==> src/rtl/adc_gain_consts.vh <==
// Constants for the ADC gain, level control and mute controller.
// Assumes inclusion by the controller; timeouts and periods are in sample periods.
`ifndef ADC_GAIN_CONSTS_VH
`define ADC_GAIN_CONSTS_VH

// Register indices; byte address is index times four
`define REG_POWER           3'h0
`define REG_SELECT          3'h1
`define REG_CLOCK_FORMAT    3'h2
`define REG_TIMER_SELECT    3'h3
`define REG_GAIN_LEFT       3'h4
`define REG_GAIN_RIGHT      3'h5
`define REG_ALC_CONTROL     3'h6
`define REG_TARGET_LEVEL    3'h7
`define REG_STATUS_INDEX    4'h8
`define REG_COUNT           4'h8

// Reset values
`define RST_POWER           8'h01
`define RST_SELECT          8'h00
`define RST_CLOCK_FORMAT    8'h00
`define RST_TIMER_SELECT    8'h00
`define RST_GAIN            8'h80
`define RST_ALC_CONTROL     8'h00
`define RST_TARGET_LEVEL    8'h8C

// Field positions
`define FLD_SOFT_MUTE       0
`define FLD_ALC_ENABLE      7
`define FLD_FAST_MODE       6
`define FLD_ZC_DISABLE      5
`define FLD_THRESHOLD       0
`define FLD_ANALOG_HALF     7

// Gain path sizes
`define ANALOG_STEPS        5'h18
`define ATT_FINE_SHIFT      6
`define ATT_RAMP_STEP       13'h0008

// Serial frame
`define FRAME_BITS          5'h10
`define FRAME_HEADER        3'h5

// Zero-cross timeouts in sample periods
`define ZC_TIMEOUT_0        13'h0120
`define ZC_TIMEOUT_1        13'h0480
`define ZC_TIMEOUT_2        13'h0900
`define ZC_TIMEOUT_3        13'h1200

// Limiter step periods in sample periods
`define LIM_PERIOD_0        13'h0010
`define LIM_PERIOD_1        13'h0020
`define LIM_PERIOD_2        13'h0040
`define LIM_PERIOD_3        13'h0080

// Recovery wait periods in sample periods
`define WAIT_PERIOD_0       13'h0180
`define WAIT_PERIOD_1       13'h0300
`define WAIT_PERIOD_2       13'h0600
`define WAIT_PERIOD_3       13'h0C00

`endif

==> src/rtl/adc_gain_alc_mute_ctrl.v <==
// Gain path controller: analog gain stage, digital attenuator, level
// control, soft mute, three-wire write port and an Avalon-MM slave.
// Assumes analog detectors and pins arrive asynchronously to clk_i.
//
// Implementation choices: register access over Avalon-MM and the register offsets.
`timescale 1ns/100ps
`include "adc_gain_consts.vh"

module adc_gain_alc_mute_ctrl (
	// Clock and reset
	input  wire        clk_i,
	input  wire        srst_i,
	// Avalon-MM slave
	input  wire [4:0]  address_i,
	input  wire        read_i,
	input  wire        write_i,
	input  wire [3:0]  byteenable_i,
	input  wire [31:0] writedata_i,
	output reg  [31:0] readdata_o,
	output wire        waitrequest_o,
	// Device pins
	input  wire        word_clock_i,
	input  wire        chip_select_n_i,
	input  wire        control_clock_i,
	input  wire        control_data_in_i,
	input  wire        power_down_n_i,
	input  wire        alc_pin_i,
	input  wire        soft_mute_pin_i,
	// Analog detectors, per channel except the single impulse input
	input  wire [1:0]  zero_cross_i,
	input  wire [1:0]  over_limit_i,
	input  wire [1:0]  over_reset_i,
	input  wire        impulse_i,
	// Gain path controls
	output reg  [4:0]  gain_left_o,
	output reg  [4:0]  gain_right_o,
	output reg  [12:0] attenuation_o,
	output wire        limiter_threshold_o,
	output wire [2:0]  input_select_o,
	output wire [2:0]  clock_format_o,
	output wire        power_enable_o,
	output wire        alc_active_o
);

	localparam SYNC_W = 12;
	localparam ST_IDLE    = 2'h0;
	localparam ST_LIMIT   = 2'h1;
	localparam ST_RECOVER = 2'h2;

	////////////////////////////////////////////////////////////////////////
	// Two-flop synchronisers
	wire [SYNC_W-1:0] async_in;
	reg  [SYNC_W-1:0] meta_q;
	reg  [SYNC_W-1:0] sync_q;
	// Impulse detector has its own pair below, so it stays out of this word
	assign async_in = {over_reset_i, over_limit_i, zero_cross_i, soft_mute_pin_i,
		alc_pin_i, power_down_n_i, control_data_in_i, control_clock_i, chip_select_n_i};

	genvar gi;
	generate
		for (gi = 0; gi < SYNC_W; gi = gi + 1) begin : g_sync
			always @(posedge clk_i) begin
				meta_q[gi] <= async_in[gi];
				sync_q[gi] <= meta_q[gi];
			end
		end
	endgenerate

	wire       cs_n_s   = sync_q[0];
	wire       control_clock_s   = sync_q[1];
	wire       control_data_in_s   = sync_q[2];
	wire       pdn_n_s  = sync_q[3];
	wire       alc_pin  = sync_q[4];
	wire       mute_pin = sync_q[5];
	wire [1:0] zc_s     = sync_q[7:6];
	wire [1:0] over_s   = sync_q[9:8];
	wire [1:0] orst_s   = sync_q[11:10];
	wire       imp_s;
	reg        imp_meta_q;
	reg        imp_q;
	always @(posedge clk_i) begin
		imp_meta_q <= impulse_i;
		imp_q      <= imp_meta_q;
	end
	assign imp_s = imp_q;

	// Power-down pin clears all but the bus handshake and read data alongside the bus reset
	wire rst = srst_i | ~pdn_n_s;

	////////////////////////////////////////////////////////////////////////
	// Sample tick from the word clock
	reg wclk_meta_q;
	reg wclk_q;
	reg wclk_d1_q;
	always @(posedge clk_i) begin
		wclk_meta_q <= word_clock_i;
		wclk_q      <= wclk_meta_q;
		wclk_d1_q   <= wclk_q;
	end
	wire tick = wclk_q & ~wclk_d1_q;

	////////////////////////////////////////////////////////////////////////
	// Three-wire write port
	reg  [15:0] shift_q;
	reg  [4:0]  bit_cnt_q;
	reg         control_clock_d1_q;
	reg         cs_d1_q;
	wire        control_clock_rise = control_clock_s & ~control_clock_d1_q;
	wire        cs_rise   = cs_n_s & ~cs_d1_q;
	wire        ser_we;
	always @(posedge clk_i) begin
		if (rst) begin
			shift_q   <= 16'h0000;
			bit_cnt_q <= 5'h00;
			control_clock_d1_q <= 1'b1;
			cs_d1_q   <= 1'b1;
		end else begin
			control_clock_d1_q <= control_clock_s;
			cs_d1_q   <= cs_n_s;
			if (cs_n_s) begin
				bit_cnt_q <= 5'h00;
			end else if (control_clock_rise) begin
				shift_q <= {shift_q[14:0], control_data_in_s};
				if (bit_cnt_q != 5'h1F)
					bit_cnt_q <= bit_cnt_q + 5'h01;
			end
		end
	end
	// Extra bits past a frame spoil it rather than shifting the address
	assign ser_we = cs_rise && (bit_cnt_q == `FRAME_BITS) &&
		(shift_q[15:13] == `FRAME_HEADER) && (shift_q[12:11] == 2'h0);
	wire [2:0] ser_idx  = shift_q[10:8];
	wire [7:0] ser_data = shift_q[7:0];

	////////////////////////////////////////////////////////////////////////
	// Avalon-MM slave, one wait state on every access
	reg  ack_q;
	wire req    = read_i | write_i;
	wire mapped = (address_i[4:2] <= 3'h7) || (address_i[4:2] == 3'h0);
	wire [3:0] bus_idx = {1'b0, address_i[4:2]};
	wire bus_we = write_i & ack_q & byteenable_i[0];
	assign waitrequest_o = req & ~ack_q;
	always @(posedge clk_i) begin
		if (srst_i)
			ack_q <= 1'b0;
		else
			ack_q <= req & ~ack_q;
	end

	////////////////////////////////////////////////////////////////////////
	// Register file; serial write wins over a bus write to the same index
	reg [7:0] regs_q [0:7];
	reg [7:0] last_gain_q [0:1];
	reg [1:0] gain_wr;
	reg [7:0] gain_wdata [0:1];
	integer ri;
	always @* begin
		for (ri = 0; ri < 2; ri = ri + 1) begin
			gain_wr[ri]    = 1'b0;
			gain_wdata[ri] = 8'h00;
			if (bus_we && bus_idx == {1'b0, `REG_GAIN_LEFT} + ri[3:0]) begin
				gain_wr[ri]    = 1'b1;
				gain_wdata[ri] = writedata_i[7:0];
			end
			if (ser_we && ser_idx == `REG_GAIN_LEFT + ri[2:0]) begin
				gain_wr[ri]    = 1'b1;
				gain_wdata[ri] = ser_data;
			end
		end
	end

	always @(posedge clk_i) begin
		if (rst) begin
			regs_q[0] <= `RST_POWER;
			regs_q[1] <= `RST_SELECT;
			regs_q[2] <= `RST_CLOCK_FORMAT;
			regs_q[3] <= `RST_TIMER_SELECT;
			regs_q[4] <= `RST_GAIN;
			regs_q[5] <= `RST_GAIN;
			regs_q[6] <= `RST_ALC_CONTROL;
			regs_q[7] <= `RST_TARGET_LEVEL;
		end else begin
			if (bus_we && bus_idx < `REG_COUNT)
				regs_q[bus_idx[2:0]] <= writedata_i[7:0];
			if (ser_we)
				regs_q[ser_idx] <= ser_data;
		end
	end

	wire [1:0] zc_sel   = regs_q[`REG_TIMER_SELECT][3:2];
	wire [1:0] lim_sel  = regs_q[`REG_TIMER_SELECT][5:4];
	wire [1:0] wait_sel = regs_q[`REG_TIMER_SELECT][1:0];
	wire [7:0] alc_ctl  = regs_q[`REG_ALC_CONTROL];
	wire [4:0] lim_step = {3'h0, alc_ctl[4:3]} + 5'h01;
	wire [4:0] rec_step = {3'h0, alc_ctl[2:1]} + 5'h01;
	wire       fast_imp = alc_ctl[`FLD_FAST_MODE] & imp_s;
	wire       zc_dis   = alc_ctl[`FLD_ZC_DISABLE];
	wire       alc_on   = alc_ctl[`FLD_ALC_ENABLE] | alc_pin;
	wire       mute_req = regs_q[`REG_CLOCK_FORMAT][`FLD_SOFT_MUTE] | mute_pin;

	assign limiter_threshold_o = alc_ctl[`FLD_THRESHOLD];
	assign input_select_o      = regs_q[`REG_SELECT][2:0];
	assign clock_format_o      = regs_q[`REG_CLOCK_FORMAT][3:1];
	assign power_enable_o      = regs_q[`REG_POWER][0];

	reg [12:0] zc_timeout;
	reg [12:0] lim_period;
	reg [12:0] wait_period;
	always @* begin
		case (zc_sel)
		2'h0:    zc_timeout = `ZC_TIMEOUT_0;
		2'h1:    zc_timeout = `ZC_TIMEOUT_1;
		2'h2:    zc_timeout = `ZC_TIMEOUT_2;
		default: zc_timeout = `ZC_TIMEOUT_3;
		endcase
		case (lim_sel)
		2'h0:    lim_period = `LIM_PERIOD_0;
		2'h1:    lim_period = `LIM_PERIOD_1;
		2'h2:    lim_period = `LIM_PERIOD_2;
		default: lim_period = `LIM_PERIOD_3;
		endcase
		case (wait_sel)
		2'h0:    wait_period = `WAIT_PERIOD_0;
		2'h1:    wait_period = `WAIT_PERIOD_1;
		2'h2:    wait_period = `WAIT_PERIOD_2;
		default: wait_period = `WAIT_PERIOD_3;
		endcase
	end

	function [4:0] gain_index;
		input [7:0] word;
		begin
			gain_index = (word[6:0] > {2'h0, `ANALOG_STEPS}) ? `ANALOG_STEPS : word[4:0];
		end
	endfunction

	////////////////////////////////////////////////////////////////////////
	// Level control: common gain, limiter and recovery
	reg [1:0]  alc_st_q;
	reg [4:0]  alc_gain_q;
	reg [12:0] alc_cnt_q;
	reg        alc_on_d1_q;
	wire       any_over  = |over_s;
	wire       any_orst  = |orst_s;
	wire       any_zc    = |zc_s;
	wire [4:0] tgt_index = gain_index(regs_q[`REG_TARGET_LEVEL]);
	// Impulse fast mode halves the period; crossing-disabled limiting keeps its own period
	wire [12:0] lim_base = zc_dis ? lim_period : zc_timeout;
	wire [12:0] lim_eff  = (fast_imp && !zc_dis) ? {1'b0, lim_base[12:1]} : lim_base;
	wire [12:0] wait_eff = fast_imp ? {1'b0, wait_period[12:1]} : wait_period;
	wire        lim_due  = (alc_cnt_q + 13'h0001 >= lim_eff) || (!zc_dis && any_zc);
	assign alc_active_o = (alc_st_q != ST_IDLE);

	always @(posedge clk_i) begin
		if (rst) begin
			alc_st_q    <= ST_IDLE;
			alc_gain_q  <= 5'h00;
			alc_cnt_q   <= 13'h0000;
			alc_on_d1_q <= 1'b0;
		end else begin
			alc_on_d1_q <= alc_on;
			case (alc_st_q)
			ST_IDLE: begin
				if (alc_on) begin
					alc_gain_q <= gain_left_o;
					alc_cnt_q  <= 13'h0000;
					alc_st_q   <= ST_RECOVER;
				end
			end
			ST_LIMIT: begin
				if (!alc_on) begin
					alc_st_q <= ST_IDLE;
				end else if (tick) begin
					if (!any_over) begin
						alc_cnt_q <= 13'h0000;
						alc_st_q  <= ST_RECOVER;
					end else if (lim_due) begin
						alc_cnt_q  <= 13'h0000;
						alc_gain_q <= (alc_gain_q > lim_step) ? alc_gain_q - lim_step : 5'h00;
					end else begin
						alc_cnt_q <= alc_cnt_q + 13'h0001;
					end
				end
			end
			ST_RECOVER: begin
				if (!alc_on) begin
					alc_st_q <= ST_IDLE;
				end else if (any_over) begin
					alc_cnt_q <= 13'h0000;
					alc_st_q  <= ST_LIMIT;
				end else if (tick) begin
					if (any_orst) begin
						alc_cnt_q <= 13'h0000;
					end else if (alc_cnt_q + 13'h0001 >= wait_eff) begin
						alc_cnt_q <= 13'h0000;
						if (alc_gain_q + rec_step < tgt_index)
							alc_gain_q <= alc_gain_q + rec_step;
						else if (alc_gain_q < tgt_index)
							alc_gain_q <= tgt_index;
					end else begin
						alc_cnt_q <= alc_cnt_q + 13'h0001;
					end
				end
			end
			default: alc_st_q <= ST_IDLE;
			endcase
		end
	end

	////////////////////////////////////////////////////////////////////////
	// Per-channel analog gain with zero-cross or timeout update
	reg [1:0]  pend_q;
	reg [12:0] zc_cnt_q [0:1];
	wire       alc_off_edge = alc_on_d1_q & ~alc_on;
	wire [4:0] chan_gain [0:1];
	assign chan_gain[0] = gain_left_o;
	assign chan_gain[1] = gain_right_o;

	generate
		for (gi = 0; gi < 2; gi = gi + 1) begin : g_chan
			reg [4:0] gain_q;
			always @(posedge clk_i) begin
				if (rst) begin
					gain_q          <= gain_index(`RST_GAIN);
					pend_q[gi]      <= 1'b0;
					zc_cnt_q[gi]    <= 13'h0000;
					last_gain_q[gi] <= `RST_GAIN;
				end else begin
					if (gain_wr[gi] && gain_wdata[gi][`FLD_ANALOG_HALF])
						last_gain_q[gi] <= gain_wdata[gi];
					// State is still active on the off edge, so the edge must win
					if (alc_off_edge) begin
						pend_q[gi]   <= 1'b1;
						zc_cnt_q[gi] <= 13'h0000;
					end else if (alc_active_o) begin
						gain_q     <= alc_gain_q;
						pend_q[gi] <= 1'b0;
					end else if (gain_wr[gi] && gain_wdata[gi][`FLD_ANALOG_HALF] && !alc_on) begin
						pend_q[gi]   <= 1'b1;
						zc_cnt_q[gi] <= 13'h0000;
					end else if (pend_q[gi] && zc_s[gi]) begin
						gain_q     <= gain_index(last_gain_q[gi]);
						pend_q[gi] <= 1'b0;
					end else if (pend_q[gi] && tick) begin
						if (zc_cnt_q[gi] + 13'h0001 >= zc_timeout) begin
							gain_q     <= gain_index(last_gain_q[gi]);
							pend_q[gi] <= 1'b0;
						end else begin
							zc_cnt_q[gi] <= zc_cnt_q[gi] + 13'h0001;
						end
					end
				end
			end
		end
	endgenerate

	always @* begin
		gain_left_o  = g_chan[0].gain_q;
		gain_right_o = g_chan[1].gain_q;
	end

	////////////////////////////////////////////////////////////////////////
	// Digital attenuator and soft mute share one ramp
	reg  [6:0]  att_set_q;
	wire [12:0] att_fine = {att_set_q, 6'h00} >> (13 - 7 - `ATT_FINE_SHIFT);
	// Mute target zero; release simply retargets, so a half ramp turns back
	wire [12:0] att_tgt  = mute_req ? 13'h0000 : att_fine;
	always @(posedge clk_i) begin
		if (rst) begin
			att_set_q     <= 7'h7F;
			attenuation_o <= 13'h0000;
		end else begin
			if (gain_wr[0] && !gain_wdata[0][`FLD_ANALOG_HALF])
				att_set_q <= gain_wdata[0][6:0];
			else if (gain_wr[1] && !gain_wdata[1][`FLD_ANALOG_HALF])
				att_set_q <= gain_wdata[1][6:0];
			if (tick) begin
				if (attenuation_o + `ATT_RAMP_STEP <= att_tgt)
					attenuation_o <= attenuation_o + `ATT_RAMP_STEP;
				else if (attenuation_o < att_tgt)
					attenuation_o <= att_tgt;
				else if (attenuation_o >= att_tgt + `ATT_RAMP_STEP)
					attenuation_o <= attenuation_o - `ATT_RAMP_STEP;
				else
					attenuation_o <= att_tgt;
			end
		end
	end

	////////////////////////////////////////////////////////////////////////
	// Read data is captured in the wait cycle and held for the accepting edge
	always @(posedge clk_i) begin
		if (srst_i) begin
			readdata_o <= 32'h00000000;
		end else if (read_i && !ack_q) begin
			if (bus_idx < `REG_COUNT)
				readdata_o <= {24'h000000, regs_q[bus_idx[2:0]]};
			else if (address_i[4:2] == 3'h0 && !mapped)
				readdata_o <= 32'h00000000;
			else
				readdata_o <= 32'h00000000;
		end
	end

endmodule

==> config.mk <==
export PLATFORM = sky130hd
export DESIGN_NAME = adc_gain_alc_mute_ctrl
export DESIGN_NICKNAME = d
export VERILOG_FILES = /design/src/rtl/adc_gain_alc_mute_ctrl.v
export VERILOG_INCLUDE_DIRS = /design/src /design/src/rtl
export SDC_FILE = /design/constraint.sdc
export NUM_CORES = 1
export LEC_CHECK = 0
export ABC_AREA = 1
export BUFFER_PORTS_ARGS = -buffer_cell sky130_fd_sc_hd__buf_2
export CAP_MARGIN = 20
export CORE_AREA = 2 2 123 173
export DETAILED_ROUTE_END_ITERATION = 8
export DIE_AREA = 0 0 125 175
export PLACE_DENSITY = 0.85
export RECOVER_POWER = 50
export SLEW_MARGIN = 30
export SYNTH_ARGS = -nofsm -noshare
export SYNTH_HDL_FRONTEND = slang
export SYNTH_SLANG_ARGS = --single-unit
==> constraint.sdc <==
create_clock -name clk_i -period 6.7 [get_ports clk_i]
set_input_delay 0.335 -clock clk_i [delete_from_list [all_inputs] [get_ports clk_i]]
set_output_delay 0.335 -clock clk_i [all_outputs]
set_load 0.005 [all_outputs]
==> flow_metrics.env <==
export IMPL_status="complete, but fails checks"
export IMPL_violations="capacitance limit, slew limit"
export IMPL_critPathRequiredTime_ps=6830
export IMPL_hold_viol=0
export IMPL_grt_pass1_wl_um=52100
export IMPL_diodes=0
export IMPL_cts_num_sinks=215
export IMPL_peakVddDrop_mv=0.184
export IMPL_ys_warn_count=0
export IMPL_finalCritPeriodShare_pct=75.8
export IMPL_cts_buffer_depth=3
export IMPL_die_h_um=175
export IMPL_placed_cells=1963
export IMPL_synth_async_reset_ratio_pct=0
export IMPL_rows=62
export IMPL_hp_class="input pin to flip-flop"
export IMPL_min_from="write_i"
export IMPL_max_slew_margin_rel_pct=-83.0
export IMPL_rsz0062_at_grt="no"
export IMPL_startpoint_type="flip-flop"
export IMPL_synth_distinct_cells=48
export IMPL_die_area_um2=21900
export IMPL_r2r_slack_ps=1620
export IMPL_syn_avg_cell_area_um2=7.63
export IMPL_areaGrowthSynthToFinish_pct=9.22
export IMPL_cp_startpoint="pdn_n_s"
export IMPL_nNetsFinal=1885
export IMPL_period_minus_slack_ps=5080
export IMPL_netlist_area_um2=13000
export IMPL_synth_cells=1700
export IMPL_fin_cells=2017
export IMPL_gp_congestion=0.945
export IMPL_drive_gt1_share_pct=6.53
export IMPL_power_density_nw_per_um2=221
export IMPL_criticalPathCategory="flip-flop to flip-flop"
export IMPL_final_cell_mix="nand2_1, nor2_1, inv_1"
export IMPL_tightest_slew_ps=2740
export IMPL_io_buffers=67
export IMPL_finalClockSkew_ps=13.6
export IMPL_cts_root_buffer="clkbuf_16"
export IMPL_synth_main_ff_cell="dfxtp_1"
export IMPL_drt_vias_per_instance=5.78
export IMPL_place_area_um2=13300
export IMPL_cts_tree="done"
export IMPL_r2r_start="pdn_n_s"
export IMPL_first_global_vias=11000
export IMPL_synth_edf_count=104
export IMPL_cp_max_fo=60
export IMPL_clkLatencyLatePin_ps=510
export IMPL_start_util_pct=63.8
export IMPL_grt_max_degree=61
export IMPL_clock_fmax_mhz=197
export IMPL_antenna_found_initial=0
export IMPL_final_util_pct=69.7
export IMPL_ios=124
export IMPL_ys_ff_latch=215
export IMPL_post_cts_setup_buffer_count=0
export IMPL_crit_arrival_ps=5210
export IMPL_synth_seq_area_share_pct=41.2
export IMPL_hpwl_um=23200
export IMPL_rr_worst_depth=8
export IMPL_dr_pass1_iters=7
export IMPL_fin_tns_setup_ps=0
export IMPL_fin_area_um2=14200
export IMPL_h_tree_depth=1
export IMPL_detail_route_wl_per_cell_um=16.2
export IMPL_die_x_um=125
export IMPL_holdPathStages=3
export IMPL_maxCapViolations=1
export IMPL_whs_ps=106
export IMPL_layout_cells_most_common="nand2_1"
export IMPL_vias=11700
export IMPL_drc=0
export IMPL_clk_pin_slew_ps=70
export IMPL_drt_total_wl_um=32600
export IMPL_first_iter_violations=970
export IMPL_grt_overflow=0
export IMPL_place_ws_ps=2780
export IMPL_layout_setup_ws_ps=1620
export IMPL_ant_nets=0
export IMPL_core_um2=20300
export IMPL_leakage_nw=5.99
export IMPL_setup_violations_final=0
export IMPL_power_total_mw=3.13
export IMPL_grt_usage_pct=28.8
export IMPL_drv_slew=61
export IMPL_numCtsBuffers=22
export IMPL_endpoint_kind="flip-flop"
-- final timing paths --
kind	endpoint
worst max-delay path	zc_cnt_q[0][9]
worst min-delay path	ack_q
worst max register to register	zc_cnt_q[0][9]
worst min register to register	control_clock_s
-- synth_stat cells, types with 5 or more instances --
cell type / instances / area share [%]
nor2_2: 5 / 0.24
xnor2_1: 10 / 0.68
inv_1: 205 / 5.9
a31oi_1: 7 / 0.34
edfxtp_1: 104 / 24
nand2_1: 301 / 8.7
a21oi_1: 84 / 3.2
ha_1: 79 / 7.6
xor2_1: 29 / 2.0
nand3_1: 173 / 6.7
o21ai_0: 156 / 6.0
clkbuf_1: 37 / 1.1
buf_1: 9 / 0.26
a211oi_1: 5 / 0.29
nand3b_1: 5 / 0.29
a221oi_1: 16 / 1.1
buf_2: 6 / 0.23
nor2_1: 210 / 6.1
dfxtp_1: 111 / 17
o211ai_1: 9 / 0.52
nor3_1: 39 / 1.5
buf_4: 37 / 2.1
nand4_1: 15 / 0.72
-- layer usage --
metal	up-vias	GRT usage [%]	routed length, µm
li1	5703	-	-
met1	5297	33.1	12100
met2	525	50.9	16200
met3	138	3.83	2210
met4	0	17.4	2010
met5	-	0	0
-- cells by family (layout without fill, tap and decap cells) --
kind of cell	after synthesis	in the layout	synth area share (%)
AND/OR/NAND/NOR	773	773	26.1
buffers and inverters	301	335	9.87
AO/OA/AOI/OAI	290	290	12.2
flip-flops	215	215	41.2
adder cells (fa/ha/maj)	81	81	7.93
XOR/XNOR	39	39	2.63
other	1	28	0.0289
-- area by class of cell --
type	instances	area, µm²
clock buffers	30	697
clock inverters	10	110
fillers	1637	6160
inverters	211	795
multi-input cells	1211	6420
flip-flops and latches	215	5350
well taps	256	320
repair buffers	84	475
-- report_power, final --
| part | switching, mW | internal [mW] | leakage (nW) |
|---|---|---|---|
| logic | 0.228 | 0.106 | 3.54 |
| clock network | 0.530 | 0.812 | 0.405 |
| registers | 0.0331 | 1.42 | 2.05 |
-- timing repair --
item	CTS	global route
resized for setup	0	0
endpoints found under the hold margin	14	0
hold buffers	14	0
-- critical path, cell delays in order (launching register included) --
cell and delay (ps):
dfxtp_1 380, inv_1 90, nor2_4 70, clkbuf_1 1940, inv_1 420, buf_4 500
nor3_1 290, nand4_2 370, nand3_1 610
-- registers in the layout, summed over array words and instances (netlist names), 2 cells and up --
signal / cells
last_gain_q: 14
alc_st_q: 2
gain_left_o: 5
attenuation_o: 10
meta_q: 12
alc_gain_q: 5
shift_q: 16
orst_s: 2
zc_cnt_q: 26
bit_cnt_q: 5
sync_q: 2
readdata_o: 8
gain_right_o: 5
pend_q: 2
att_set_q: 7
over_s: 2
alc_cnt_q: 13
regs_q: 64
(Power assumes the default switching activity.)
